$ cat src/verilog/ars_pkg.sv
package ars_pkg;

    // Clock and time base.
    localparam int CLK_PERIOD_NS = 25;
    localparam int SEC_NS = 1_000_000_000;
    localparam int TICK_S = 1;
    localparam int TICK_CYCLES = TICK_S * (SEC_NS / CLK_PERIOD_NS);

    // Field widths.
    localparam int MODE_W = 5;
    localparam int LIM_W = 8;
    localparam int WAIT_W = 8;
    localparam int MON_W = 16;
    localparam int FNUM_W = 16;
    localparam int SUP_N = 10;

    // Values after reset, times in seconds.
    localparam logic [MODE_W-1:0] MODE_RST = 5'h00;
    localparam logic [LIM_W-1:0] LIM_RST = 8'h03;
    localparam logic [WAIT_W-1:0] WAIT_RST_S = 8'h01;
    localparam logic [MON_W-1:0] MON_RST_S = 16'h003c;
    localparam logic [MON_W-1:0] CRM_RST_S = 16'h0000;

    // Restart mode codes.
    localparam logic [MODE_W-1:0] MODE_OFF = 5'h00;
    localparam logic [MODE_W-1:0] MODE_ACK = 5'h01;
    localparam logic [MODE_W-1:0] MODE_LINE = 5'h04;
    localparam logic [MODE_W-1:0] MODE_FAULT = 5'h06;
    localparam logic [MODE_W-1:0] MODE_LINE_MAN = 5'h0e;
    localparam logic [MODE_W-1:0] MODE_FAULT_MAN = 5'h10;
    localparam logic [MODE_W-1:0] MODE_ON_CMD = 5'h1a;

    // Register byte offsets.
    localparam int ADDR_W = 12;
    localparam logic [ADDR_W-1:0] OFF_MODE = 12'h000;
    localparam logic [ADDR_W-1:0] OFF_LIMIT = 12'h004;
    localparam logic [ADDR_W-1:0] OFF_WAIT = 12'h008;
    localparam logic [ADDR_W-1:0] OFF_MON = 12'h00c;
    localparam logic [ADDR_W-1:0] OFF_CRM = 12'h010;
    localparam logic [ADDR_W-1:0] OFF_STAT = 12'h014;
    localparam logic [ADDR_W-1:0] OFF_SUP = 12'h040;

    // Status word field positions.
    localparam int ST_CNT_LSB = 0;
    localparam int ST_STATE_LSB = 8;
    localparam int ST_EXH_BIT = 16;
    localparam int ST_SWON_BIT = 17;
    localparam int ST_SUCC_LSB = 24;

    typedef enum logic [2:0] {
        ST_IDLE, ST_ACK, ST_WAIT, ST_START, ST_EXH
    } ars_state_e;

    // Signals from the drive's fault logic and switch-on sequencer.
    typedef struct packed {
        logic fault;
        logic [FNUM_W-1:0] fault_num;
        logic dc_uv;
        logic supply_off;
        logic start_ok;
    } ars_drive_s;

endpackage : ars_pkg

$ cat src/verilog/ars_supervisor.sv
// Decided for this implementation: the placing of the registers and the AHB-Lite slave port.
`timescale 1ns/10ps
// Contract
// - Mode 0 does nothing; mode 1 acknowledges faults but never restarts.
// - Mode 4 restarts only after line supply failure, no further attempts.
// - Mode 6 restarts after any fault, repeating while attempts remain.
// - Mode 14 restarts after line failure only after manual acknowledge.
// - Mode 16 restarts after a fault only after manual acknowledge.
// - Mode 26 acknowledges all faults and restarts while ON is present; the code acknowledges none while the exhausted fault is up.
// - Restart mode resets to 0.
// - Start attempt limit resets to 3.
// - Limit and monitoring time act only in modes 4, 6, 14, 16, 26.
// - Each successful fault acknowledge decrements the attempt counter.
// - Limit n gives at most n+1 attempts, then exhausted fault.
// - Counter reloads when counter-reset time expires after a success.
// - Exhausted cleared by ON removed plus acknowledge; counter reloads.
// - A write changing limit or mode reloads the attempt counter.
// - Attempt wait time resets to 1 s.
// - Attempt wait time acts only in modes 4, 6 and 26.
// - Each automatic switch-on waits the configured wait time first.
// - Restart monitoring time resets to 60 s.
// - Monitoring timer starts at fault detection, stops at success.
// - Monitoring timeout without successful start raises exhausted fault.
// - Over limit+1 successes within counter-reset window raise exhausted.
// - Monitoring time zero disables monitoring.
// - Listed faults never restart; list acts in modes 6, 16, 26 only.
// - DC-link undervoltage or supply switch-off count as line failure.
module ars_supervisor #(
    parameter int TICK_CYCLES = ars_pkg::TICK_CYCLES
) (
    input wire logic mclk_i,
    input wire logic rst_i,
    input wire logic hsel_i,
    input wire logic [31:0] haddr_i,
    input wire logic [1:0] htrans_i,
    input wire logic hwrite_i,
    input wire logic [2:0] hsize_i,
    input wire logic [31:0] hwdata_i,
    input wire logic hready_i,
    output logic [31:0] hrdata_o,
    output logic hreadyout_o,
    output logic hresp_o,
    input wire ars_pkg::ars_drive_s drive_i,
    input wire logic on_cmd_i,
    input wire logic manual_ack_i,
    output logic auto_ack_o,
    output logic switch_on_o,
    output logic restart_exhausted_fault_o
);

    localparam int TCW = $clog2(TICK_CYCLES);
    localparam logic [TCW-1:0] TICK_LAST = TCW'(TICK_CYCLES - 1);
    localparam int MW = ars_pkg::MODE_W;
    localparam int LW = ars_pkg::LIM_W;

    // Modes in which the limit and the monitoring times act.
    function automatic logic is_active(input logic [MW-1:0] m);
        return m == ars_pkg::MODE_LINE || m == ars_pkg::MODE_FAULT ||
            m == ars_pkg::MODE_LINE_MAN || m == ars_pkg::MODE_FAULT_MAN ||
            m == ars_pkg::MODE_ON_CMD;
    endfunction : is_active

    // Modes that restart only after a line supply failure.
    function automatic logic is_line(input logic [MW-1:0] m);
        return m == ars_pkg::MODE_LINE || m == ars_pkg::MODE_LINE_MAN;
    endfunction : is_line

    ////////////////////////////////////////////////////////////////////////
    // Register bus slave.

    logic [ars_pkg::ADDR_W-1:0] addr_q;
    logic wr_q;
    logic [31:0] hrdata_q;
    logic [31:0] rd_word;
    logic addr_ph;
    logic [MW-1:0] mode_q;
    logic [LW-1:0] lim_q;
    logic [ars_pkg::WAIT_W-1:0] wait_s_q;
    logic [ars_pkg::MON_W-1:0] mon_s_q;
    logic [ars_pkg::MON_W-1:0] crm_s_q;
    logic [ars_pkg::FNUM_W-1:0] sup_q [ars_pkg::SUP_N];
    logic [ars_pkg::ADDR_W-1:0] rd_addr;
    logic wr_mode;
    logic wr_lim;
    logic cfg_chg;
    logic [31:0] stat_word;

    assign addr_ph = hsel_i & htrans_i[1] & hready_i;
    assign rd_addr = haddr_i[ars_pkg::ADDR_W-1:0];
    assign wr_mode = wr_q && addr_q == ars_pkg::OFF_MODE;
    assign wr_lim = wr_q && addr_q == ars_pkg::OFF_LIMIT;
    // Only a write that really changes a value reloads the counter.
    assign cfg_chg = (wr_mode && hwdata_i[MW-1:0] != mode_q) ||
        (wr_lim && hwdata_i[LW-1:0] != lim_q);
    assign hreadyout_o = 1'b1;
    assign hresp_o = 1'b0;
    assign hrdata_o = hrdata_q;

    // Read data is latched at the address phase so it comes from a flop.
    always_comb begin
        rd_word = 32'h0000_0000;
        case (rd_addr)
            ars_pkg::OFF_MODE: rd_word[MW-1:0] = mode_q;
            ars_pkg::OFF_LIMIT: rd_word[LW-1:0] = lim_q;
            ars_pkg::OFF_WAIT: rd_word[ars_pkg::WAIT_W-1:0] = wait_s_q;
            ars_pkg::OFF_MON: rd_word[ars_pkg::MON_W-1:0] = mon_s_q;
            ars_pkg::OFF_CRM: rd_word[ars_pkg::MON_W-1:0] = crm_s_q;
            ars_pkg::OFF_STAT: rd_word = stat_word;
            default: begin
                for (int i = 0; i < ars_pkg::SUP_N; i++) begin
                    if (rd_addr == ars_pkg::OFF_SUP + 12'(4 * i)) begin
                        rd_word[ars_pkg::FNUM_W-1:0] = sup_q[i];
                    end
                end
            end
        endcase
    end

    // Bus phase tracking; zero wait states, so no stall is ever shown.
    always_ff @(posedge mclk_i) begin
        if (rst_i) begin
            addr_q <= 12'h000;
            wr_q <= 1'b0;
            hrdata_q <= 32'h0000_0000;
        end else begin
            addr_q <= rd_addr;
            wr_q <= addr_ph & hwrite_i;
            hrdata_q <= (addr_ph & ~hwrite_i) ? rd_word : hrdata_q;
        end
    end

    // Configuration registers; reset values per the factory settings.
    always_ff @(posedge mclk_i) begin
        if (rst_i) begin
            mode_q <= ars_pkg::MODE_RST;
            lim_q <= ars_pkg::LIM_RST;
            wait_s_q <= ars_pkg::WAIT_RST_S;
            mon_s_q <= ars_pkg::MON_RST_S;
            crm_s_q <= ars_pkg::CRM_RST_S;
        end else if (wr_q) begin
            case (addr_q)
                ars_pkg::OFF_MODE: mode_q <= hwdata_i[MW-1:0];
                ars_pkg::OFF_LIMIT: lim_q <= hwdata_i[LW-1:0];
                ars_pkg::OFF_WAIT: wait_s_q <= hwdata_i[7:0];
                ars_pkg::OFF_MON: mon_s_q <= hwdata_i[15:0];
                ars_pkg::OFF_CRM: crm_s_q <= hwdata_i[15:0];
                default: ;
            endcase
        end
    end

    ////////////////////////////////////////////////////////////////////////
    // Suppression list, one entry per word.

    logic [ars_pkg::SUP_N-1:0] sup_hit;

    for (genvar g = 0; g < ars_pkg::SUP_N; g++) begin : g_sup
        localparam logic [ars_pkg::ADDR_W-1:0] OFF =
            ars_pkg::OFF_SUP + 12'(4 * g);
        always_ff @(posedge mclk_i) begin
            if (rst_i) begin
                sup_q[g] <= 16'h0000;
            end else if (wr_q && addr_q == OFF) begin
                sup_q[g] <= hwdata_i[15:0];
            end
        end
        // Entry zero means empty, so a cleared list suppresses nothing.
        assign sup_hit[g] = sup_q[g] != 16'h0000 &&
            sup_q[g] == drive_i.fault_num;
    end

    ////////////////////////////////////////////////////////////////////////
    // Event decode.

    ars_pkg::ars_state_e state_q;
    ars_pkg::ars_state_e state_d;
    ars_pkg::ars_state_e attempt_tgt;
    logic fault_prev_q;
    logic fault_rise;
    logic line_fail;
    logic active;
    logic manual;
    logic uses_wait;
    logic suppressed;
    logic eligible;
    logic fault_ev;
    logic take_attempt;
    logic cnt_zero;
    logic [LW-1:0] cnt_q;
    logic [LW-1:0] reload_val;
    logic last_q;
    logic [LW-1:0] succ_q;
    logic success;
    logic succ_over;
    logic exh_clr;
    logic reload;
    logic [ars_pkg::WAIT_W-1:0] wait_q;
    logic wait_done;
    logic [ars_pkg::MON_W-1:0] mon_cnt_q;
    logic mon_run_q;
    logic mon_exp;
    logic [ars_pkg::MON_W-1:0] crm_cnt_q;
    logic crm_run_q;
    logic crm_exp;
    logic [TCW-1:0] tick_cnt_q;
    logic tick;
    logic tick_clr;
    logic auto_ack_q;

    assign fault_rise = drive_i.fault & ~fault_prev_q;
    assign line_fail = drive_i.dc_uv | drive_i.supply_off;
    assign active = is_active(mode_q);
    assign manual = mode_q == ars_pkg::MODE_LINE_MAN ||
        mode_q == ars_pkg::MODE_FAULT_MAN;
    assign uses_wait = mode_q == ars_pkg::MODE_LINE ||
        mode_q == ars_pkg::MODE_FAULT || mode_q == ars_pkg::MODE_ON_CMD;
    assign suppressed = (|sup_hit) && (mode_q == ars_pkg::MODE_FAULT ||
        mode_q == ars_pkg::MODE_FAULT_MAN ||
        mode_q == ars_pkg::MODE_ON_CMD);
    // Line-only modes ignore every other fault, which also stops retries.
    assign eligible = active && !suppressed &&
        (!is_line(mode_q) || line_fail);
    assign fault_ev = fault_rise && active && state_q != ars_pkg::ST_EXH;
    assign take_attempt = (fault_ev && eligible && !manual) ||
        (state_q == ars_pkg::ST_ACK && manual_ack_i);
    assign cnt_zero = cnt_q == 8'h00;
    assign attempt_tgt = (cnt_zero && last_q) ? ars_pkg::ST_EXH :
        (uses_wait ? ars_pkg::ST_WAIT : ars_pkg::ST_START);
    assign success = state_q == ars_pkg::ST_START && drive_i.start_ok;
    assign succ_over = success && crm_s_q != 16'h0000 &&
        succ_q > lim_q;
    assign exh_clr = state_q == ars_pkg::ST_EXH && !on_cmd_i &&
        manual_ack_i;
    assign reload = cfg_chg || crm_exp || exh_clr;
    // A limit write reloads the value being written, not the old one.
    assign reload_val = wr_lim ? hwdata_i[LW-1:0] : lim_q;
    assign wait_done = wait_q == 8'h00;
    assign mon_exp = mon_run_q && mon_cnt_q == 16'h0000 && tick;
    assign crm_exp = crm_run_q && crm_cnt_q == 16'h0000 &&
        (tick || crm_s_q == 16'h0000);
    assign tick = tick_cnt_q == TICK_LAST;
    // The tick is restarted on entry to the wait so it lasts whole seconds.
    assign tick_clr = state_d == ars_pkg::ST_WAIT &&
        (state_q != ars_pkg::ST_WAIT || take_attempt);
    assign switch_on_o = state_q == ars_pkg::ST_START;
    assign restart_exhausted_fault_o = state_q == ars_pkg::ST_EXH;
    assign auto_ack_o = auto_ack_q;
    assign stat_word = {succ_q, 6'h00, switch_on_o,
        restart_exhausted_fault_o, 5'h00, state_q, cnt_q};

    ////////////////////////////////////////////////////////////////////////
    // Restart sequencing.

    always_comb begin
        state_d = state_q;
        case (state_q)
            ars_pkg::ST_IDLE, ars_pkg::ST_WAIT, ars_pkg::ST_START: begin
                if (take_attempt) begin
                    state_d = attempt_tgt;
                end else if (fault_ev && eligible) begin
                    state_d = ars_pkg::ST_ACK;
                end else if (fault_ev) begin
                    state_d = ars_pkg::ST_IDLE;
                end else if (succ_over || mon_exp) begin
                    state_d = ars_pkg::ST_EXH;
                end else if (success) begin
                    state_d = ars_pkg::ST_IDLE;
                end else if (state_q == ars_pkg::ST_WAIT && wait_done &&
                        (mode_q != ars_pkg::MODE_ON_CMD || on_cmd_i)) begin
                    state_d = ars_pkg::ST_START;
                end
            end
            ars_pkg::ST_ACK: begin
                if (take_attempt) begin
                    state_d = attempt_tgt;
                end else if (mon_exp) begin
                    state_d = ars_pkg::ST_EXH;
                end
            end
            ars_pkg::ST_EXH: begin
                if (exh_clr) begin
                    state_d = ars_pkg::ST_IDLE;
                end
            end
            default: state_d = ars_pkg::ST_IDLE;
        endcase
        // Modes 0 and 1 never hold a restart in progress.
        if (!active && state_q != ars_pkg::ST_EXH) begin
            state_d = ars_pkg::ST_IDLE;
        end
    end

    // State, fault edge and acknowledge pulse.
    always_ff @(posedge mclk_i) begin
        if (rst_i) begin
            state_q <= ars_pkg::ST_IDLE;
            fault_prev_q <= 1'b0;
            auto_ack_q <= 1'b0;
        end else begin
            state_q <= state_d;
            fault_prev_q <= drive_i.fault;
            auto_ack_q <= fault_rise && state_q != ars_pkg::ST_EXH &&
                (mode_q == ars_pkg::MODE_ACK ||
                mode_q == ars_pkg::MODE_ON_CMD ||
                (eligible && !manual));
        end
    end

    // Attempt counter and success count within the reset window.
    always_ff @(posedge mclk_i) begin
        if (rst_i) begin
            cnt_q <= ars_pkg::LIM_RST;
            last_q <= 1'b0;
            succ_q <= 8'h00;
        end else begin
            if (reload) begin
                cnt_q <= reload_val;
                last_q <= 1'b0;
            end else if (take_attempt && !cnt_zero) begin
                cnt_q <= cnt_q - 8'h01;
            end else if (take_attempt) begin
                // A zero count still grants the last of n+1 attempts.
                last_q <= 1'b1;
            end
            if (crm_exp || exh_clr) begin
                succ_q <= 8'h00;
            end else if (success) begin
                succ_q <= succ_q + 8'h01;
            end
        end
    end

    // One-second tick and the attempt wait-time countdown.
    always_ff @(posedge mclk_i) begin
        if (rst_i) begin
            tick_cnt_q <= '0;
            wait_q <= 8'h00;
        end else begin
            tick_cnt_q <= (tick || tick_clr) ? '0 : tick_cnt_q + 1'b1;
            if (tick_clr) begin
                wait_q <= wait_s_q;
            end else if (tick && !wait_done) begin
                wait_q <= wait_q - 8'h01;
            end
        end
    end

    // Monitor runs from fault detection to success; zero turns it off.
    always_ff @(posedge mclk_i) begin
        if (rst_i) begin
            mon_run_q <= 1'b0;
            mon_cnt_q <= 16'h0000;
        end else if (fault_ev && !mon_run_q && mon_s_q != 16'h0000) begin
            mon_run_q <= 1'b1;
            mon_cnt_q <= mon_s_q;
        end else if (success || state_d == ars_pkg::ST_IDLE ||
                state_d == ars_pkg::ST_EXH) begin
            mon_run_q <= 1'b0;
        end else if (tick && mon_cnt_q != 16'h0000) begin
            mon_cnt_q <= mon_cnt_q - 16'h0001;
        end
    end

    // The counter-reset window opens at each success that starts none.
    always_ff @(posedge mclk_i) begin
        if (rst_i) begin
            crm_run_q <= 1'b0;
            crm_cnt_q <= 16'h0000;
        end else if (success && !crm_run_q) begin
            crm_run_q <= 1'b1;
            crm_cnt_q <= crm_s_q;
        end else if (crm_exp) begin
            crm_run_q <= 1'b0;
        end else if (tick && crm_cnt_q != 16'h0000) begin
            crm_cnt_q <= crm_cnt_q - 16'h0001;
        end
    end
endmodule : ars_supervisor

$ cat config.mk
export PLATFORM = sky130hd
export DESIGN_NAME = ars_supervisor
export DESIGN_NICKNAME = d
export VERILOG_FILES = /design/src/verilog/ars_pkg.sv /design/src/verilog/ars_supervisor.sv
export SDC_FILE = /design/constraint.sdc
export NUM_CORES = 1
export LEC_CHECK = 0
export CAP_MARGIN = 20
export CORE_MARGIN = 1
export CORE_UTILIZATION = 25
export DETAILED_ROUTE_END_ITERATION = 6
export DONT_BUFFER_PORTS = 1
export GPL_ROUTABILITY_DRIVEN = 0
export HOLD_SLACK_MARGIN = 0.02
export PLACE_DENSITY = 0.36
export SYNTH_ARGS = -nofsm -noshare
export SYNTH_HDL_FRONTEND = slang
export SYNTH_SLANG_ARGS = --single-unit
$ cat constraint.sdc
create_clock -name mclk_i -period 5.34 [get_ports mclk_i]
set_clock_uncertainty 0.2 [all_clocks]
set_input_delay 0.534 -clock mclk_i [delete_from_list [all_inputs] [get_ports mclk_i]]
set_output_delay 0.534 -clock mclk_i [all_outputs]
set_load 0.01 [all_outputs]
==> results.yml <==
outcome:
  outcome: "complete, no violations"
critical_path:
  cp_common_cell: "sky130_fd_sc_hd__nand3_1"
  worstSetupPathType: "reg2reg"
  crit_fanout: 5
  critical_path.slowest_cell: "sky130_fd_sc_hd__nor4_1"
  rr_startpoint: "tick_cnt_q[21]$_SDFF_PP0_"
  r2r-end: "mon_cnt_q[9]$_SDFFE_PP0P_"
  startpoint: "tick_cnt_q[21]$_SDFF_PP0_"
  end_kind: "flip-flop"
  worstPathRequired_ns: 5.63
  path_cells: "nand2_1 -> or4_1 -> nor4_1 -> inv_1 -> nor3b_1 -> nand3_1 -> a211oi_1 -> nand3_1 -> a311oi_1"
  worst_path_largest_cell_delay_ns: 0.71
  r2r_slack_ns: 1.08
  critPathArrivalTime_ns: 4.55
  startpoint_type: "flip-flop"
  worst_r2r_path_depth: 9
yosys:
  synth-seq-cells: 342
  synth.lib_cells_used.distinct: 72
  synth-async-reset-ratio_pct: 0
  synth_top_area_share_pct: 26.5
  synth_edf_count: 160
  synth_top_cell_by_area: "sky130_fd_sc_hd__edfxtp_1"
  synthesis.yosys.warnings: 0
  netlist_instances: 1880
  synth-main-ff-cell: "sky130_fd_sc_hd__dfxtp_1"
  synthesis.area_mm2: 0.0181
  syn_area_per_cell_um2: 9.63
  synthTopCellsByArea: "sky130_fd_sc_hd__edfxtp_1, sky130_fd_sc_hd__dfxtp_1, sky130_fd_sc_hd__xor2_1"
  ys_seq_area_share_pct: 46.7
worst_hold_path:
  source_of_the_worst_hold_timing_path: "hwdata_i[15]"
  holdCritPathClass: "in2reg"
  min_delay_worst_endpoint: "mon_s_q[15]$_SDFFE_PP0P_"
  hold_path_depth: 3
clock_network:
  clock-root-buffer: "sky130_fd_sc_hd__clkbuf_16"
  cts_stage_hold_buffer_count: 33
  clock_sinks: 342
  path_clk_slew_ns: 0.06
  cts_resized: 0
  tritoncts.num_buffers: 44
  insertion_delay_ns: 0.59
  cts-root-to-sink-buffers: 3
  h-tree-depth: 2
  cts_tree: "yes"
  post-cts-setup-buffers: 0
pwr:
  sequential_power_share_pct: 47.0
  p_comb_share_pct: 4.8
  power_per_cell_area_mw_per_mm2: 291
  netSwitchingFraction_pct: 24.0
  max-vdd-ir-drop_uv: 225
  p_switching_w: 0.00146
  power_leakage_nw: 7.42
  power.internal_w: 0.00462
  power_frac_clock_pct: 48.2
routing:
  initialDrtViolationCount: 1286
  drt-total-wl_mm: 75.7
  avgRoutedWirePerCell_um: 26.4
  avgViaCountPerCell: 5.12
  drt_pre_antenna_iters: 7
  route.detailed.drc: 0
  detail-route-antenna-nets: 0
  vias: 14700
finish:
  final_design_area_no_fill_mm2: 0.0209
  seq_area_mm2: 0.00845
  area_growth_pct: 15.6
  multi_input_comb_area_mm2: 0.00902
  finalNetCount: 1988
  fill_cells: 7546
  drive_gt1_share_pct: 7.07
  post-route-util_pct: 29.2
global_route:
  aggregate_global_routing_overflow: 0
  maximum_number_of_pins_on_one_net_before_global_route_repair: 142
  wire_length_of_the_first_global_routing_pass_mm: 108
  first_global_vias: 14600
  number_of_antenna_violations_at_the_first_check_in_global_routing: 4
  global_route.usage.total_pct: 20.4
place:
  pre_cts_ws_ns: 1.10
  placement.io_buffers: 0
  dp_hpwl_mm: 52.0
  place_area_mm2: 0.0190
timing:
  max_slew_violation_total_from_the_final_report: 0
  unrepaired_setup_endpoints_after_global_routing: "false"
  finalCriticalPeriod_ns: 4.26
  postLayoutSetupSlackWorst_ns: 1.08
  post_route_clock_period_utilization_pct: 79.7
  finalHoldViolCount: 0
  worstMarginPinSlew_ns: 1.08
  worst_hold_check_slack_ns: 0.0639
  timing.final.setup_violations: 0
  maxClockFrequency_ghz: 0.235
  maxSlewHeadroom_pct: 27.5
  setup_total_negative_slack_ns: 0
floorplanning:
  die_height_um: 271
  core.rowCount: 98
  boundaryPins: 133
  initial_utilization_pct: 25.3
  die_area_mm2: 0.0735
  total_core_area_mm2: 0.0716
  die_w_um: 271
flow_run:
  cap_violations: 0
## area by class of cell
cell class / instances / area share, %
well taps: 950 / 5.68
multi-input cells: 1387 / 43.1
clock inverters: 19 / 0.568
flip-flops and latches: 342 / 40.4
diodes: 8 / 0.0956
clock buffers: 60 / 6.13
repair buffers: 69 / 3.48
inverters: 33 / 0.592
## cell families after synthesis
kind of cell | synth area share (%)
xor+xnor | 11.5
mux | 2.43
fa+ha+maj | 1.04
flops | 46.7
other cells | 0.0415
compound gates | 11.0
simple gates | 23.7
buf+inv | 3.67
## worst max path at each step
stage / endpoint / slack [ns] / cells after the start
after CTS: mon_cnt_q[9]$_SDFFE_PP0P_ / 1.06 / 9
after detailed placement: mon_cnt_q[9]$_SDFFE_PP0P_ / 1.10 / 9
after global routing: mon_cnt_q[9]$_SDFFE_PP0P_ / 0.74 / 9
final: mon_cnt_q[9]$_SDFFE_PP0P_ / 1.08 / 9
after floorplan: tick_cnt_q[16]$_SDFF_PP0_ / 2.06 / 12
after global placement: mon_cnt_q[9]$_SDFFE_PP0P_ / 1.11 / 9
## cells in the mapped netlist (4+ instances only)
cell type	n
sky130_fd_sc_hd__nor2_1	209
sky130_fd_sc_hd__a311oi_1	13
sky130_fd_sc_hd__o21ai_0	27
sky130_fd_sc_hd__o21bai_1	6
sky130_fd_sc_hd__or2_2	7
sky130_fd_sc_hd__nor2b_1	21
sky130_fd_sc_hd__a221oi_1	11
sky130_fd_sc_hd__buf_2	21
sky130_fd_sc_hd__edfxtp_1	160
sky130_fd_sc_hd__nor4_1	94
sky130_fd_sc_hd__xnor2_1	75
sky130_fd_sc_hd__a22o_1	4
sky130_fd_sc_hd__ha_1	15
sky130_fd_sc_hd__xor2_1	163
sky130_fd_sc_hd__clkbuf_1	89
sky130_fd_sc_hd__or3_1	11
sky130_fd_sc_hd__a21o_1	7
sky130_fd_sc_hd__nand3b_1	13
sky130_fd_sc_hd__mux2i_1	44
sky130_fd_sc_hd__a21oi_1	45
sky130_fd_sc_hd__a211oi_1	43
sky130_fd_sc_hd__nand3_1	52
sky130_fd_sc_hd__nand4_1	48
sky130_fd_sc_hd__nor3_1	29
sky130_fd_sc_hd__nor3b_1	6
sky130_fd_sc_hd__o22ai_1	10
sky130_fd_sc_hd__nand4b_1	6
sky130_fd_sc_hd__buf_4	9
sky130_fd_sc_hd__a31oi_1	13
sky130_fd_sc_hd__a211o_1	4
sky130_fd_sc_hd__inv_1	33
sky130_fd_sc_hd__or4_1	6
sky130_fd_sc_hd__and2_1	170
sky130_fd_sc_hd__nand2b_1	12
sky130_fd_sc_hd__and3_1	6
sky130_fd_sc_hd__nor4b_1	5
sky130_fd_sc_hd__a22oi_1	49
sky130_fd_sc_hd__a222oi_1	14
sky130_fd_sc_hd__nand2_1	102
sky130_fd_sc_hd__dfxtp_1	182
## per-layer routing
metal / global-route usage, % / vias up / part of all wire, %
li1: - / 6777 / -
met1: 26.4 / 7337 / 44
met2: 34.9 / 452 / 48
met5: 0 / - / 0
met3: 2.96 / 125 / 5.1
met4: 6.25 / 0 / 3.0
## power groups by stage
stage,Clock [W],Sequential (W),Combinational [W]
floorplan,0,0.00288,0.000202
global placement,0,0.00292,0.000181
detailed placement,0,0.00292,0.000183
CTS,0.00302,0.00286,0.000295
global route,0.00311,0.00286,0.000315
finish,0.00294,0.00286,0.000291
## cell usage in the layout, fill, tap and decap left out, types with 9 or more instances in the layout
cell type,netlist,final
sky130_fd_sc_hd__a221oi_1,11,11
sky130_fd_sc_hd__nor3_1,29,29
sky130_fd_sc_hd__o22ai_1,10,10
sky130_fd_sc_hd__dlygate4sd3_1,0,23
sky130_fd_sc_hd__nor2b_1,21,21
sky130_fd_sc_hd__clkbuf_16,0,46
sky130_fd_sc_hd__nand2b_1,12,12
sky130_fd_sc_hd__inv_1,33,33
sky130_fd_sc_hd__nor4_1,94,94
sky130_fd_sc_hd__nor2_1,209,207
sky130_fd_sc_hd__and2_1,170,170
sky130_fd_sc_hd__ha_1,15,15
sky130_fd_sc_hd__clkinv_2,0,9
sky130_fd_sc_hd__nand2_1,102,102
sky130_fd_sc_hd__buf_4,9,35
sky130_fd_sc_hd__a222oi_1,14,14
sky130_fd_sc_hd__mux2i_1,44,44
sky130_fd_sc_hd__xor2_1,163,163
sky130_fd_sc_hd__o21ai_0,27,27
sky130_fd_sc_hd__nand4_1,48,48
sky130_fd_sc_hd__or3_1,11,11
sky130_fd_sc_hd__dfxtp_1,182,182
sky130_fd_sc_hd__a211oi_1,43,43
sky130_fd_sc_hd__a31oi_1,13,13
sky130_fd_sc_hd__nand3_1,52,52
sky130_fd_sc_hd__xnor2_1,75,75
sky130_fd_sc_hd__a22oi_1,49,49
sky130_fd_sc_hd__a21oi_1,45,45
sky130_fd_sc_hd__edfxtp_1,160,160
sky130_fd_sc_hd__buf_12,0,9
sky130_fd_sc_hd__nand3b_1,13,13
sky130_fd_sc_hd__a311oi_1,13,13
## per-stage QoR
step / std cells / total power (W)
after floorplan: 1886 / 0.00309
after global placement: 2745 / 0.00310
after detailed placement: 2747 / 0.00310
after CTS: 2859 / 0.00618
after global routing: 2860 / 0.00629
final: 2868 / 0.00609
## registers in the layout, summed over array words and instances, names as in the netlist, 3 cells and up
register / flops
wait_q: 8
wait_s_q: 8
state_q: 3
tick_cnt_q: 26
succ_q: 8
hrdata_o: 26
mon_cnt_q: 16
crm_s_q: 16
lim_q: 8
mode_q: 5
addr_q: 12
crm_cnt_q: 16
cnt_q: 8
mon_s_q: 16
sup_q: 160
## worst max-delay path: cells and delay by family (launching register included)
family | cells | cell delay, ns
AOI/OAI and AO/OA | 2 | 0.97
and+or+nand+nor | 6 | 2.34
DFF | 1 | 0.36
buffers and inverters | 1 | 0.27
Note: power is estimated with default switching activity, not from simulation.
